<file path="src/core/fbs_params.svh">
/*
 * Constants of the fieldbus state and status block: register byte offsets,
 * field positions, reset values and host mode codes.
 * Assumes inclusion by bare name from the design files of this block.
 */
`ifndef FBS_PARAMS_SVH
`define FBS_PARAMS_SVH

`define FBS_ADDR_W          5
`define FBS_OFF_CTRL        5'h00
`define FBS_OFF_FLAGS       5'h04
`define FBS_OFF_IRQ_STATUS  5'h08
`define FBS_OFF_IRQ_CLEAR   5'h0c
`define FBS_OFF_IRQ_ENABLE  5'h10

`define FBS_CTRL_REQ_LSB    0
`define FBS_CTRL_REQ_MSB    1
`define FBS_CTRL_EMU_BIT    2
`define FBS_CTRL_HOST_LSB   4
`define FBS_CTRL_HOST_MSB   5
`define FBS_CTRL_W          6
`define FBS_CTRL_RST        6'h00

`define FBS_FLG_DEVERR      0
`define FBS_FLG_OFFLINE     1
`define FBS_FLG_STOPPED     2
`define FBS_FLG_CLEAR       3
`define FBS_FLG_OPERATE     4
`define FBS_FLG_EMU         5
`define FBS_FLG_HOSTRUN     6

`define FBS_IRQ_STATE       0
`define FBS_IRQ_DEVERR      1
`define FBS_IRQ_HOST        2
`define FBS_IRQ_W           3
`define FBS_IRQ_RST         3'h0

`define FBS_HOST_PROGRAM    2'h0
`define FBS_HOST_RUN        2'h1
`define FBS_HOST_FAULT      2'h2

`define FBS_NODES           127

`endif

</file>
<file path="src/core/fbs_pkg.sv">
/*
 * Types of the fieldbus state and status block.
 * Assumes nothing of its surroundings.
 */
package fbs_pkg;

    typedef enum logic [1:0] {
        FBS_OFFLINE,
        FBS_STOPPED,
        FBS_CLEAR,
        FBS_OPERATE
    } fbs_state_type;

    typedef logic [3:0] fbs_flags_type;

    // One-hot flags: offline, stopped, clear, operate from bit 0 up
    function automatic fbs_flags_type fbs_state_flags(input fbs_state_type s);
        fbs_flags_type f;
        f = 4'h0;
        case (s)
            FBS_OFFLINE: f = 4'h1;
            FBS_STOPPED: f = 4'h2;
            FBS_CLEAR:   f = 4'h4;
            FBS_OPERATE: f = 4'h8;
            default:     f = 4'h1;
        endcase
        return f;
    endfunction

endpackage

</file>
<file path="src/core/fbs_state_if.sv">
/*
 * Carrier between the status top and the fieldbus state machine.
 * Assumes both ends run on the same clock.
 */
`timescale 1ns/1ps
interface fbs_state_if;
    logic [1:0]             reqCode;
    logic                   forceOffline;
    fbs_pkg::fbs_state_type state;
    fbs_pkg::fbs_flags_type flags;
    logic                   commEn;
    logic                   procEn;
    logic                   outEn;
    logic                   stateChanged;

    modport top (output reqCode, output forceOffline,
                 input state, input flags, input commEn, input procEn,
                 input outEn, input stateChanged);
    modport fsm (input reqCode, input forceOffline,
                 output state, output flags, output commEn, output procEn,
                 output outEn, output stateChanged);
endinterface

</file>
<file path="src/core/fbs_state_fsm.sv">
/*
 * Fieldbus state machine: holds one of offline, stopped, clear, operate
 * and derives the network gating levels from it.
 * Assumes the requested code is stable from a register.
 */
`timescale 1ns/1ps
`include "fbs_params.svh"
module fbs_state_fsm (
    input  wire logic  mclk,
    input  wire logic  nrst,
    fbs_state_if.fsm   sif
);
    fbs_pkg::fbs_state_type state_r;
    fbs_pkg::fbs_state_type state_nxt;
    fbs_pkg::fbs_flags_type flags_r;
    fbs_pkg::fbs_flags_type flags_nxt;
    logic                   changed_r;
    logic                   changed_nxt;

    always_comb begin
        if (sif.forceOffline) begin
            state_nxt = fbs_pkg::FBS_OFFLINE;
        end else begin
            case (sif.reqCode)
                2'h0:    state_nxt = fbs_pkg::FBS_OFFLINE;
                2'h1:    state_nxt = fbs_pkg::FBS_STOPPED;
                2'h2:    state_nxt = fbs_pkg::FBS_CLEAR;
                2'h3:    state_nxt = fbs_pkg::FBS_OPERATE;
                default: state_nxt = fbs_pkg::FBS_OFFLINE;
            endcase
        end
        flags_nxt   = fbs_pkg::fbs_state_flags(state_nxt);
        changed_nxt = (state_nxt != state_r);
    end

    always_ff @(posedge mclk or negedge nrst) begin
        if (!nrst) begin
            state_r   <= fbs_pkg::FBS_OFFLINE;
            flags_r   <= 4'h1;
            changed_r <= 1'b0;
        end else begin
            state_r   <= state_nxt;
            flags_r   <= flags_nxt;
            changed_r <= changed_nxt;
        end
    end

    assign sif.state        = state_r;
    assign sif.flags        = flags_r;
    assign sif.stateChanged = changed_r;
    assign sif.commEn       = ~flags_r[0];
    assign sif.procEn       = flags_r[2] | flags_r[3];
    assign sif.outEn        = flags_r[3];
endmodule

</file>
<file path="src/core/fbs_status.sv">
/*
 * Fieldbus master state and status block with an Avalon-MM register slave,
 * slave device error detection and a level interrupt.
 * Assumes per-node status vectors synchronous to mclk and one waitrequest
 * master holding each request until waitrequest is low.
 */
// Decided for this implementation: the placing of the registers and the Avalon-MM slave port.
`timescale 1ns/1ps
`include "fbs_params.svh"
module fbs_status #(
    parameter int NODES = `FBS_NODES
) (
    input  wire logic                    mclk,
    input  wire logic                    nrst,
    input  wire logic [`FBS_ADDR_W-1:0]  avs_address,
    input  wire logic                    avs_read,
    input  wire logic                    avs_write,
    input  wire logic [31:0]             avs_writedata,
    input  wire logic [3:0]              avs_byteenable,
    output logic      [31:0]             avs_readdata,
    output logic                         avs_waitrequest,
    input  wire logic [NODES-1:0]        slaveExpected,
    input  wire logic [NODES-1:0]        slaveOnline,
    input  wire logic [NODES-1:0]        slaveExchanging,
    input  wire logic                    linkFault,
    output logic                         slaveDeviceErrorFlag,
    output logic                         busOfflineFlag,
    output logic                         busStoppedFlag,
    output logic                         busClearFlag,
    output logic                         busOperateFlag,
    output logic                         slaveEmulationFlag,
    output logic                         hostRunFlag,
    output logic                         busCommEnable,
    output logic                         procDataEnable,
    output logic                         outputDataEnable,
    output logic                         irq
);
    fbs_state_if sif ();

    logic [`FBS_CTRL_W-1:0] ctrl_r;
    logic [`FBS_CTRL_W-1:0] ctrl_nxt;
    logic [`FBS_IRQ_W-1:0]  irqStatus_r;
    logic [`FBS_IRQ_W-1:0]  irqStatus_nxt;
    logic [`FBS_IRQ_W-1:0]  irqEnable_r;
    logic [`FBS_IRQ_W-1:0]  irqEnable_nxt;
    logic [`FBS_IRQ_W-1:0]  irqEvents;
    logic [`FBS_IRQ_W-1:0]  irqClear;
    logic                   devErr_r;
    logic                   devErr_nxt;
    logic                   hostRun_r;
    logic                   hostRun_nxt;
    logic                   emu_r;
    logic                   emu_nxt;
    logic                   ack_r;
    logic                   ack_nxt;
    logic [31:0]            rdata_r;
    logic [31:0]            rdata_nxt;
    logic                   request;
    logic                   wrDone;
    logic [31:0]            flagWord;

    function automatic logic addrHit(input logic [`FBS_ADDR_W-1:0] a,
                                     input logic [`FBS_ADDR_W-1:0] off);
        return (a == off);
    endfunction

    fbs_state_fsm u_fsm (
        .mclk (mclk),
        .nrst (nrst),
        .sif  (sif)
    );

    assign sif.reqCode      = ctrl_r[`FBS_CTRL_REQ_MSB:`FBS_CTRL_REQ_LSB];
    assign sif.forceOffline = linkFault;

    // Bus handshake: one wait cycle per request
    assign request         = avs_read | avs_write;
    assign avs_waitrequest = request & ~ack_r;
    assign wrDone          = avs_write & ack_r & avs_byteenable[0];

    always_comb begin
        flagWord                    = 32'h0;
        flagWord[`FBS_FLG_DEVERR]   = devErr_r;
        flagWord[`FBS_FLG_OFFLINE]  = sif.flags[0];
        flagWord[`FBS_FLG_STOPPED]  = sif.flags[1];
        flagWord[`FBS_FLG_CLEAR]    = sif.flags[2];
        flagWord[`FBS_FLG_OPERATE]  = sif.flags[3];
        flagWord[`FBS_FLG_EMU]      = emu_r;
        flagWord[`FBS_FLG_HOSTRUN]  = hostRun_r;
    end

    always_comb begin
        ack_nxt   = request & ~ack_r;
        rdata_nxt = rdata_r;
        if (avs_read && !ack_r) begin
            rdata_nxt = 32'h0;
            if (addrHit(avs_address, `FBS_OFF_CTRL)) begin
                rdata_nxt[`FBS_CTRL_W-1:0] = ctrl_r;
            end else if (addrHit(avs_address, `FBS_OFF_FLAGS)) begin
                rdata_nxt = flagWord;
            end else if (addrHit(avs_address, `FBS_OFF_IRQ_STATUS)) begin
                rdata_nxt[`FBS_IRQ_W-1:0] = irqStatus_r;
            end else if (addrHit(avs_address, `FBS_OFF_IRQ_ENABLE)) begin
                rdata_nxt[`FBS_IRQ_W-1:0] = irqEnable_r;
            end
        end
    end

    always_ff @(posedge mclk or negedge nrst) begin
        if (!nrst) begin
            ack_r   <= 1'b0;
            rdata_r <= 32'h0;
        end else begin
            ack_r   <= ack_nxt;
            rdata_r <= rdata_nxt;
        end
    end

    assign avs_readdata = rdata_r;

    // Control and enable registers
    always_comb begin
        ctrl_nxt      = ctrl_r;
        irqEnable_nxt = irqEnable_r;
        irqClear      = `FBS_IRQ_W'(0);
        if (wrDone && addrHit(avs_address, `FBS_OFF_CTRL)) begin
            ctrl_nxt = avs_writedata[`FBS_CTRL_W-1:0];
        end
        if (wrDone && addrHit(avs_address, `FBS_OFF_IRQ_ENABLE)) begin
            irqEnable_nxt = avs_writedata[`FBS_IRQ_W-1:0];
        end
        if (wrDone && addrHit(avs_address, `FBS_OFF_IRQ_CLEAR)) begin
            irqClear = avs_writedata[`FBS_IRQ_W-1:0];
        end
    end

    // Status flags from slaves, host and emulation mode
    always_comb begin
        // any expected slave not online and exchanging
        devErr_nxt  = |(slaveExpected & ~(slaveOnline & slaveExchanging));
        hostRun_nxt = (ctrl_r[`FBS_CTRL_HOST_MSB:`FBS_CTRL_HOST_LSB] == `FBS_HOST_RUN);
        emu_nxt     = ctrl_r[`FBS_CTRL_EMU_BIT];
    end

    always_ff @(posedge mclk or negedge nrst) begin
        if (!nrst) begin
            ctrl_r      <= `FBS_CTRL_RST;
            irqEnable_r <= `FBS_IRQ_RST;
            devErr_r    <= 1'b0;
            hostRun_r   <= 1'b0;
            emu_r       <= 1'b0;
        end else begin
            ctrl_r      <= ctrl_nxt;
            irqEnable_r <= irqEnable_nxt;
            devErr_r    <= devErr_nxt;
            hostRun_r   <= hostRun_nxt;
            emu_r       <= emu_nxt;
        end
    end

    // Sticky events, set wins over clear
    always_comb begin
        irqEvents                  = `FBS_IRQ_W'(0);
        irqEvents[`FBS_IRQ_STATE]  = sif.stateChanged;
        irqEvents[`FBS_IRQ_DEVERR] = devErr_nxt & ~devErr_r;
        irqEvents[`FBS_IRQ_HOST]   = hostRun_nxt ^ hostRun_r;
        irqStatus_nxt              = (irqStatus_r & ~irqClear) | irqEvents;
    end

    always_ff @(posedge mclk or negedge nrst) begin
        if (!nrst) begin
            irqStatus_r <= `FBS_IRQ_RST;
        end else begin
            irqStatus_r <= irqStatus_nxt;
        end
    end

    assign irq                  = |(irqStatus_r & irqEnable_r);
    assign slaveDeviceErrorFlag = devErr_r;
    assign busOfflineFlag       = sif.flags[0];
    assign busStoppedFlag       = sif.flags[1];
    assign busClearFlag         = sif.flags[2];
    assign busOperateFlag       = sif.flags[3];
    assign slaveEmulationFlag   = emu_r;
    assign hostRunFlag          = hostRun_r;
    assign busCommEnable        = sif.commEn;
    assign procDataEnable       = sif.procEn;
    assign outputDataEnable     = sif.outEn;

    for (genvar i = 0; i < `FBS_IRQ_W; i++) begin : g_sticky

    end
endmodule

</file>
<file path="config.mk">
export PLATFORM = sky130hd
export DESIGN_NAME = fbs_status
export DESIGN_NICKNAME = d
export VERILOG_FILES = /design/src/core/fbs_pkg.sv /design/src/core/fbs_state_if.sv /design/src/core/fbs_state_fsm.sv /design/src/core/fbs_status.sv
export VERILOG_INCLUDE_DIRS = /design/src /design/src/core
export SDC_FILE = /design/constraint.sdc
export NUM_CORES = 1
export LEC_CHECK = 0
export BUFFER_PORTS_ARGS = -buffer_cell sky130_fd_sc_hd__buf_2
export CORE_AREA = 3 3 180 182
export CTS_CLUSTER_DIAMETER = 50
export CTS_CLUSTER_SIZE = 20
export DETAILED_ROUTE_END_ITERATION = 8
export DIE_AREA = 0 0 183 185
export SYNTH_ARGS = -nofsm -noshare
export SYNTH_HDL_FRONTEND = slang
export SYNTH_SLANG_ARGS = --single-unit
</file>
<file path="constraint.sdc">
create_clock -name mclk -period 2.3 [get_ports mclk]
set_input_delay 0.23 -clock mclk [delete_from_list [all_inputs] [get_ports mclk]]
set_output_delay 0.23 -clock mclk [all_outputs]
set_load 0.1 [all_outputs]
</file>
## After elaboration in Yosys (flattened, before gate mapping)

Cells that the tools add are included.

- Register bits after elaboration: 55
- Bits of input ports: 427
- Output and inout port bits: 44
- Logic and storage cells: 60

- Equality and inequality tests: 12
- Muxes and demuxes: 10
- Bitwise logic cells: 17
- Reductions and logical operators: 10

Operators with widths:

| operator | number |
|---|---|
| $and 127x127->127 | 2 |
| $not 127->127 | 1 |
| $reduce_or 127->1 | 1 |
| $mux 26 | 1 |
| $pmux 4 s4 | 1 |
| $mux 3 | 4 |
| $eq 5x4->1 const B | 2 |
| $eq 2x2->1 const B | 4 |
| $pmux 2 s4 | 1 |
| $and 3x3->3 | 2 |
| $eq 2x1->1 const B | 3 |
| $mux 6 | 1 |
| $eq 5x3->1 const B | 1 |
| $eq 5x5->1 const B | 1 |
| $logic_not 5->1 | 1 |
| $and 1x1->1 | 4 |
| $logic_and 1x1->1 | 4 |
| $logic_not 2->1 | 2 |
| $mux 4 | 1 |
| $not 1->1 | 3 |
| $not 3->3 | 1 |
| $or 3x3->3 | 1 |
| $reduce_or 3->1 | 1 |
| $mux 2 | 1 |
| other kinds (4) | 5 |

## Logic depth before layout (Yosys ltp)

Gate-level depths: netlist of the first run.

- Depth after elaboration: 7
- Depth in mapped cells: 6
- Mapped depth without buffers: 6

## Cells and area by module

A second synthesis of the first run with hierarchy kept.

- Cell total of the unflattened synthesis: 350
- Area, all modules: 2602.5 µm²

By module, submodules not included:

| module | instances | cells each | area each (µm²) | seq. area each (µm²) |
|---|---|---|---|---|
| fbs_status | 1 | 329 | 2319.7 | 575.6 |
| fbs_state_fsm | 1 | 21 | 282.8 | 176.4 |

## Worst setup path before layout of the first run

Ideal clock, no wire load.

- Path kind: reg2reg
- Start point: register u_fsm.flags_r[0], in the netlist u_fsm.sif.flags[0]
- End point: register rdata_r[1], in the netlist avs_readdata[1]
- Setup time: 76 ps
- Data arrival time: 2013 ps
- Data required time: 2224 ps
- Path slack: 210 ps
- Stages on the path, launching flop included: 6
- Path buffers: 0
- Clock period less this slack: 2090 ps
- Cells stage by stage: dfstp_2 inv_1 o21ai_0 a32o_1 o21ai_0 o21ai_1

- Cells in the longest elaborated chain, start to end: 2

Ends and longest elaborated chain:

| element | RTL line | text |
|---|---|---|
| from (decl) | fbs_state_fsm.sv:15 | `fbs_pkg::fbs_flags_type flags_r;` |
| from (signal assigned) | fbs_state_fsm.sv:43 | `flags_r <= flags_nxt;` |
| $mux 3 | fbs_status.sv:99 | `` end else if (addrHit(avs_address, `FBS_OFF_FLAGS)) begin `` |
| $mux 6 | fbs_status.sv:97 | `` if (addrHit(avs_address, `FBS_OFF_CTRL)) begin `` |
| to (signal assigned) | fbs_status.sv:115 | `rdata_r <= rdata_nxt;` |
| to (decl) | fbs_status.sv:56 | `logic [31:0] rdata_r;` |

Every way passes these cells.
A chain may end at the register's enable or synchronous reset.

## Final worst setup path of the first run

- Start point: input port slaveOnline[11]
- End point: register irqStatus_r[1]

- Cells in the longest elaborated chain, start to end: 6

Ends and longest elaborated chain:

| element | RTL line | text |
|---|---|---|
| from (decl) | fbs_status.sv:23 | `input wire logic [NODES-1:0] slaveOnline,` |
| $and 127x127->127 | fbs_status.sv:140 | `devErr_nxt = \|(slaveExpected & ~(slaveOnline & slaveExchanging));` |
| $not 127->127 | fbs_status.sv:140 |  |
| $and 127x127->127 | fbs_status.sv:140 |  |
| $reduce_or 127->1 | fbs_status.sv:140 |  |
| named net devErr_nxt | fbs_status.sv:49 | `logic devErr_nxt;` |
| $and 1x1->1 | fbs_status.sv:165 | `` irqEvents[`FBS_IRQ_DEVERR] = devErr_nxt & ~devErr_r; `` |
| $or 3x3->3 | fbs_status.sv:167 | `irqStatus_nxt = (irqStatus_r & ~irqClear) \| irqEvents;` |
| named net irqStatus_nxt[1] | fbs_status.sv:43 | `` logic [`FBS_IRQ_W-1:0] irqStatus_nxt; `` |
| to (signal assigned) | fbs_status.sv:172 | `` irqStatus_r <= `FBS_IRQ_RST; `` |
| to (signal assigned) | fbs_status.sv:174 | `irqStatus_r <= irqStatus_nxt;` |
| to (decl) | fbs_status.sv:42 | `` logic [`FBS_IRQ_W-1:0] irqStatus_r; `` |

The timed path passes the listed nets, and every way through them passes these cells.

==> summary by stage, run 1 <==
Critical path
The setup path with the least slack is of type input pin to register. On the worst path, the slowest cell contributes a delay of 0.56 ns. At the worst endpoint, the required time is 2.47 ns. The category of the worst setup path capture point is a register. Of all nets on the critical path, the largest fanout is 2. The total buffers and inverters traversed by the critical path is 2. The signal on the critical path passes through buf_2, nand2_1, a22oi_1, buf_4, nand4_1, nor4_2, nand4_1, a22o_1. The worst setup path is launched from an input pin. The cell type with the highest occurrence count on the critical path is nand4_1. For the worst setup path, the data arrival time is 2.04 ns. The worst-path cell with the longest stage delay is nor4_2. The cell family contributing the most delay on the critical path is simple AND/OR/NAND/NOR gates.

Synth
Of all cell types, the one taking the most synthesized area is dfrtp_1. The per-instance average area after synthesis is 7.40 um^2. The cell area that synthesis handed to floorplanning was 0.00257 mm^2.

Ranked by total cell area, the synthesized netlist is headed by dfrtp_1 (28%), nand2_1 (21%), a22oi_1 (18%), buf_4 (7.6%), mux2_1 (3.9%). Of the post-synthesis cell area, the dominant cell type holds 0.282. For this run, the register share of the synthesized area comes to 0.292.

The number of warnings printed during yosys synthesis is 0. Synthesis inferred 30 register bits. After synthesis, the netlist uses 28 different library cells. Synthesis handed over a netlist of 348 instances.

Final layout
The final layout contains 1196 nets. The fraction of layout instances using a drive strength above 1 is 0.565. Fill cells in the final layout number 3537. The area growth from synthesis to layout is 102%. Once layout is done, the placed cells without fillers occupy 0.00519 mm^2.

Die
The die span in x is 183 um. The area of the die is 0.0339 mm^2. In this run the standard cell core region covers 0.0307 mm^2. For this configuration, the core starts out at a cell density of 0.0837.

471 I/O pins were placed. The number of placement rows is 64. The die is 185 um tall.

STA
Setup repair after global routing left no endpoint under its margin. The number of hold violations in the final report is 25. The max-slew violation count is 0. At the pin with the least slew margin, the transition time is 0.669 ns. Measured against its own limit, the worst slew margin works out to 0.554.

The post-route clock period utilization is 0.816. The achievable frequency is 0.533 GHz. The number of setup violations in the final report is 0. The tightest hold path in the finished design has a slack of -0.0105 ns. For the final database, setup skew stands at 0.00606 ns. The routed design could run at a clock period as short as 1.88 ns.

Flow run
The max capacitance violation total is 0.

Clocking
The later pin in the worst-skew pair is clocked with a latency of 0.27 ns. Hold repair after CTS inserted 0 buffers. TritonCTS built the clock tree.

For this design, the sink count on the clock tree is 30. Once the clock tree was built, the resizer swapped 0 gates to a different size. The clock-pin slew on the worst setup and hold paths is 0.05 ns. The H-tree was split into 2 levels.

Clock tree synthesis selected as its root buffer the cell clkbuf_16. The count of buffers added by post-CTS timing repair for setup is 0. The number of clock buffers inserted by TritonCTS is 5. No sink is reached through more buffers than the 2 on the longest clock path.

Outcome
The run finished, with violations left. The final reports fail on hold timing.

Detailed routing
The count of nets left with antenna violations after detail routing is 0. After detailed routing, the number of remaining DRC violations is 0. The iteration-0 DRC count of the detailed router is 164. Before antenna repair, the detailed router went through 4 iterations. The total number of vias is 4171. The post-detailed-routing wire length is 16800 um. After detailed routing, the number of vias per cell comes to 3.57.

In the final routed layout, each cell accounts on average for 14.4 um.

Pwr
The reported leakage power is 2.88 nW. The maximum vdd drop is 0.302 mV. In this run the power density over the cells is 402 mW/mm^2.

GRT
The total overflow left after global routing is 0. For this run, the total global-route usage over all layers was measured as 0.0880. The initial antenna violation count was 5.

Entering global routing, the biggest net connects 31 pins. The first global-routing pass estimated 22100 um of wire. The number of global-route vias before repair is 3933.

Place
The number of I/O port buffers is 416. After detailed placement, the total cell area comes to 0.00505 mm^2. The congestion estimate from routability-driven global placement came to 0.962. Detailed placement ended at an HPWL of 15600 um.

Hold path
The class of the tightest hold or removal check is input pin to async pin.
## registers in the layout (all words and copies together), names as in the netlist
name,flops
ack_r,1
avs_readdata,7
ctrl_r,6
hostRunFlag,1
irqEnable_r,3
irqStatus_r,3
slaveDeviceErrorFlag,1
slaveEmulationFlag,1
u_fsm.sif.flags,4
u_fsm.sif.state,2
u_fsm.sif.stateChanged,1
## cells in the final DEF (no fill, tap or decap)
cell type  Yosys  layout
a222oi_1       2       2
nand4_2        2       2
a22oi_1       62      62
clkbuf_16      0       5
a21o_1         1       1
and3_1         1       1
dfstp_2        1       1
a22o_1         1       1
clkbuf_1       1       3
buf_2          0     416
dfrtp_1       29      29
inv_1          4       4
nor4_2         4       4
nor2b_1        5       5
nand2b_1       4       4
nor3_2         2       2
o21ai_1        7       7
nand4_1       14      14
nor2_1         6       6
nand2_1      147     147
or2_2          1       1
buf_4         26       1
nand3_1        1       1
diode_2        0       1
and2_1         2       2
xnor2_1        3       3
o21ai_0        6       6
a32o_1         3       3
mux2_1         9       9
conb_1         1      25
a22oi_2        3       3
## path summary, 6_finish.rpt
check | slack (ns) | to | depth (start not counted) | start
max | 0.42 | irqStatus_r[1]$_DFF_PN0_ | 8 | slaveOnline[11]
min | -0.01 | avs_readdata[6]$_DFFE_PN0P_ | 1 | nrst
max reg2reg | 1.00 | ctrl_r[4]$_DFFE_PN0P_ | 3 | ack_r$_DFF_PN0_
min reg2reg | 0.40 | slaveEmulationFlag$_DFF_PN0_ | 0 | ctrl_r[2]$_DFFE_PN0P_
max in group asynchronous | 1.88 | ctrl_r[3]$_DFFE_PN0P_ | 1 | nrst
min in group mclk | 0.18 | u_fsm.sif.state[1]$_DFF_PN0_ | 2 | linkFault
## cell type report
class | instances | area [um^2] | area share
multi-input combinational | 311 | 1700 | 0.327
clock buffer | 8 | 136 | 0.0263
sequential | 30 | 752 | 0.145
tap | 396 | 495 | 0.0955
inverter | 4 | 15.0 | 0.00289
antenna | 1 | 2.50 | 0.000482
timing repair buffer | 417 | 2090 | 0.403
## synthesized netlist by cell type (all sizes together)
master and count:
nor4 4, nor3 2, o21ai 13, and2 2
a22o 1, clkbuf 1, a21o 1, dfstp 1
nand2b 4, a22oi 65, a222oi 2, nor2b 5
and3 1, xnor2 3, dfrtp 29, buf 26
mux2 9, nand4 16, or2 1, nand3 1
inv 4, a32o 3, conb 1, nand2 147
nor2 6
## worst reg2reg max path, delay by kind of cell (launching register included)
family / cells / cell delay [ns]
DFF: 1 / 0.38
muxes: 1 / 0.36
and+or+nand+nor: 2 / 0.44
## kinds of logic after synthesis
family                    count (synthesis)  share of synthesized area
and+or+nand+nor                         189                      0.327
AOI/OAI and AO/OA                        85                      0.246
buffers and inverters                    31                     0.0831
DFF                                      30                      0.292
muxes                                     9                     0.0394
xor gates and xnor gates                  3                     0.0102
other                                     1                    0.00146
## stage by stage
stage | std cells | util | TNS (ns) | power, W | setup WS [ns]
after floorplan | 372 | - | 0 | 0.00109 | 0.210
after global placement | 1158 | 0.164 | -0.00952 | 0.00148 | -0.00952
after detailed placement | 1158 | 0.164 | -0.0497 | 0.00148 | -0.0497
after CTS | 1166 | 0.169 | 0 | 0.00211 | 0.248
after global routing | 1167 | 0.169 | 0 | 0.00220 | 0.147
final | 1167 | 0.169 | 0 | 0.00208 | 0.423
## metal layers
layer,up-vias,share of wire,GRT usage
met5,-,0,0
met1,1832,0.39,0.108
met2,268,0.51,0.164
met3,20,0.072,0.0100
met4,0,0.019,0.0207
li1,2051,-,-
## report_power, final
group	switching (W)	leakage (nW)	internal (W)	total, W
Clock	0.000211	0.0652	0.000400	0.000611
Combinational	0.000543	2.42	0.000344	0.000887
Sequential	0.0000231	0.393	0.000563	0.000586
Total	0.000777	2.88	0.00131	0.00208
Power figures use the tool's default switching activity.
==> inputs of run 2 (changes only) <==
--- a/config.mk
+++ b/config.mk
@@ -6,12 +6,13 @@
 export SDC_FILE = /design/constraint.sdc
 export NUM_CORES = 1
 export LEC_CHECK = 0
+export ABC_AREA = 1
 export BUFFER_PORTS_ARGS = -buffer_cell sky130_fd_sc_hd__buf_2
-export CORE_AREA = 3 3 180 182
+export CORE_AREA = 3 3 181 183
 export CTS_CLUSTER_DIAMETER = 50
 export CTS_CLUSTER_SIZE = 20
 export DETAILED_ROUTE_END_ITERATION = 8
-export DIE_AREA = 0 0 183 185
+export DIE_AREA = 0 0 184 186
 export SYNTH_ARGS = -nofsm -noshare
 export SYNTH_HDL_FRONTEND = slang
 export SYNTH_SLANG_ARGS = --single-unit
==> constraint.sdc (replaced) <==
create_clock -name mclk -period 1.9 [get_ports mclk]
set_input_delay 0.19 -clock mclk [delete_from_list [all_inputs] [get_ports mclk]]
set_output_delay 0.19 -clock mclk [all_outputs]
set_load 0.1 [all_outputs]
==> run 2 against run 1 <==
The run now ends clean. Final cell count rose by 18%. Sequential share of layout area fell by 1.1 points. Critical path type is now register to output port. Largest power group unchanged. Wire length rose by 16%.
==> summary by stage, run 2 <==
Synth
The most frequently used cell type in the post-synthesis netlist is nand2_1. The most used flip-flop cell after synthesis is dfrtp_1. The total standard cell area after synthesis is 0.00293 mm^2 (+14%). Sorting the synthesized cells by how often they occur yields nand2_1 (359), nor2_1 (58), dfrtp_1 (29). The number of storage elements in the synthesis netlist is 30 (unchanged). The number of warnings printed during yosys synthesis is 0 (unchanged). Ranked by total cell area, the synthesized netlist is headed by nand2_1 (46%), dfrtp_1 (25%), nor2_1 (7.4%), buf_4 (6.7%), inv_1 (2.6%).

The per-instance average area after synthesis is 5.36 um^2 (-28%). The post-synthesis cell type count was 27 (-3.6%). The largest area contributor in the synthesized netlist is nand2_1.

The sequential cell area fraction in the yosys report is 0.257 (-0.0355). The share of flip-flops with an asynchronous set or reset after synthesis came to 1.00 (unchanged). The top-area cell type share of the netlist area was 0.460 (+0.178). The count of mapped cells out of synthesis is 547 (+57%). The number of flops mapped to enable cells by yosys was 0 (unchanged).

Final layout
The area added between synthesis and finish is 91.1%. In the layout the commonest cells are buf_2 (416), nand2_1 (359), nor2_1 (58). The sequential standard cell area came to 752 um^2 (unchanged).

The fraction of layout instances using a drive strength above 1 came to 0.453 (-0.112). The number of cells in the finished layout apart from fillers is 1377 (+18%). The share of the core filled with cells in the final layout is 0.178 (+0.00966).

The total area of multi-input combinational cells is 0.00198 mm^2 (+16%). The final design instance area without fill is 0.00560 mm^2 (+7.9%). The total number of nets in the final design is 1395 (+17%). The commonest non-fill, non-tap cell in the layout is buf_2. The number of flip-flops in the largest register is 7 (unchanged). The total of fill cells in the finished design was 3725 (+5.3%).

Clocking
The tree is rooted in a clkbuf_16. The maximum count of clock buffers along a single path was 2 (unchanged). TritonCTS built the clock tree. The H-tree depth is 2 (unchanged). The sink count of the clock tree was 30 (unchanged). The clock-pin slew on the worst setup and hold paths is 0.05 ns (about the same). The insertion delay of the later-clocked pin in the worst-skew pair was 0.27 ns (about the same). The number of clock buffers inserted by TritonCTS is 5 (unchanged).

GRT
The overall overflow remaining after global route is 0 (unchanged). The initial antenna violation count came to 16 (+11). The global-route wire length before repair is 25900 um (+17%). The number of global-route vias before repair is 4485 (+14%).

The maximum number of pins on one net before global-route repair is 31 (unchanged). The global router's overall resource usage is 0.103 (+0.0152).

Critical path
The worst-path cell with the longest stage delay is buf_2. The data arrival time at the worst-slack endpoint is 1.36 ns (-0.68 ns). The largest stage delay on the critical path is 0.47 ns (-0.09 ns).

The data required time at the worst endpoint is 1.71 ns (-0.76 ns). The worst setup slack for register-to-register paths came to 0.57 ns (-0.43 ns). The largest driver fanout on the critical path is 2 (unchanged). The critical path launch point type is a register. The worst flop-to-flop path startpoint is ack_r$_DFF_PN0_. The depth of the critical timing path with buffers and inverters included came to 3 (-5). The depth of the worst register-to-register path is 4 (+1). STA classifies the critical path endpoint as an output port. The cell family contributing the most delay on the critical path is buffers and inverters. Traced cell by cell, the critical path runs through inv_1, o221ai_2, buf_2. The reg-to-reg endpoint is avs_readdata[4]$_DFFE_PN0P_. The total buffers and inverters traversed by the critical path was 2 (unchanged). The critical path in this run is classified as register to output port.

Pwr
The maximum vdd drop came to 0.320 mV (+5.7%). The power density over cell area is 509 mW/mm^2 (+27%). The post-layout total power is 0.00285 W (+37%). The reported leakage power is 3.43 nW (+19%).

STA
The max-slew violation count is 0 (unchanged). The number of setup violations in the final report is 0 (unchanged). After layout, the minimum clock period comes to 1.55 ns. The total negative slack for setup checks is 0 ns (unchanged). The number of hold violations in the final report is 0 (-100%). The transition at the pin with the smallest max-transition slack came to 0.664 ns (-0.00499 ns). The achievable frequency is 0.646 GHz. Setup repair after global routing left no endpoint under its margin. The worst-case clock skew is 0.00483 ns (-0.00123 ns). The relative max-transition margin came to 0.557 (+0.00333). The post-route clock period utilization is 0.815.

Hold path
For hold timing, the worst endpoint is u_fsm.sif.flags[1]$_DFF_PN0_. The cell count of the worst hold path is 2. The class of the tightest hold or removal check is input pin to register.

The start point of the worst min-delay path is linkFault.

Detailed routing
The iteration-0 DRC count of the detailed router is 138 (-16%). The post-detailed-routing wire length was 19500 um (+16%). The number of detailed-routing iterations run before antenna repair is 7 (+3). The count of nets left with antenna violations after detail routing is 0 (unchanged). The total number of vias is 4772 (+14%). The final routed wire length divided by cell count was 14.2 um (-1.4%).

The vias per cell is 3.47 (-3.0%). The DRC violation count after routing is 0 (unchanged).

Die
The die span in x came to 184 um (+0.55%). The placeable core region came to 0.0314 mm^2 (+2.1%). The area of the die is 0.0342 mm^2 (+1.1%).

The effective utilization at floorplan was 0.0934 (+0.00964). The number of placement rows is 65 (+1.6%). The overall die height is 186 um (+0.54%). The number of top-level design ports is 471 (unchanged).

Place
The placed wire-length estimate was 18300 um (+18%). The number of cells after detailed placement is 1362 (+18%). The global placement routability congestion was 0.915 (-4.9%). The number of I/O port buffers came to 416 (unchanged).

The area of placed instances was 0.00541 mm^2 (+7.1%).

Flow run
The max capacitance violation total is 0 (unchanged).

Outcome
The flow ran to the end, and the final reports show no timing, DRC or antenna violations.
run 2: cell types whose count changed in the layout (fill, tap and decap cells not counted), sizes merged, moves of 4 or more:
cell    delta
nor4       -4
nor2b      -5
nand2b     -4
nand4     -12
nand2    +215
nor2      +55
mux2       -8
diode      +5
a21oi      +8
a22oi     -65
inv       +21
run 2: stage by stage:
stage	hold WS, ns	setup WS, ns
4_1_cts	0.0966	0.320
2_1_floorplan	-0.106	0.0160
3_5_place_dp	0.263	0.262
3_3_place_gp	0.260	0.270
6_report	0.106	0.352
5_1_grt	0.105	0.267
run 2: worst max-delay path by stage:
stage                                to                         start  slack, ns
2_1_floorplan            procDataEnable  u_fsm.sif.flags[3]$_DFF_PN0_       0.02
3_3_place_gp   irqStatus_r[1]$_DFF_PN0_              slaveOnline[125]       0.27
3_5_place_dp   irqStatus_r[1]$_DFF_PN0_              slaveOnline[125]       0.26
4_1_cts                             irq    irqEnable_r[1]$_DFFE_PN0P_       0.32
5_1_grt                             irq    irqEnable_r[1]$_DFFE_PN0P_       0.27
6_report                            irq    irqEnable_r[1]$_DFFE_PN0P_       0.35
run 2: cells by family after synthesis:
logic type | Yosys count | synth area share
AND/OR/NAND/NOR | 431 | 0.569
buffers and inverters | 52 | 0.103
flip-flops | 30 | 0.257
AO/OA/AOI/OAI | 29 | 0.0559
XOR/XNOR | 3 | 0.00896
multiplexers | 1 | 0.00512
other | 1 | 0.00128
run 2: routing by layer:
| metal | global-route usage | up-vias | routed length (um) |
|---|---|---|---|
| met5 | 0 | - | 92 |
| met3 | 0.0389 | 27 | 2090 |
| met1 | 0.122 | 2007 | 7760 |
| li1 | - | 2474 | - |
| met4 | 0.0166 | 16 | 176 |
| met2 | 0.182 | 248 | 9380 |
run 2: final cells by class:
class | instances | area share
Antenna cell | 6 | 0.00268
Clock buffer | 8 | 0.0297
Inverter | 25 | 0.0172
Multi-Input combinational cell | 489 | 0.353
Sequential cell | 30 | 0.134
Tap cell | 402 | 0.0898
Timing Repair Buffer | 417 | 0.373
run 2: what timing repair did:
item                                    4_1_cts  5_1_grt
hold endpoints to repair                     29        0
hold buffers                                  1        0
endpoints found under the setup margin        0        0
gates resized for setup                       0        0
setup buffers                                 0        0
run 2: power breakdown:
group	internal [W]	leakage (nW)	switching, W
clock	0.000591	0.0832	0.000259
combinational	0.000446	2.97	0.000835
sequential	0.000692	0.374	0.0000312
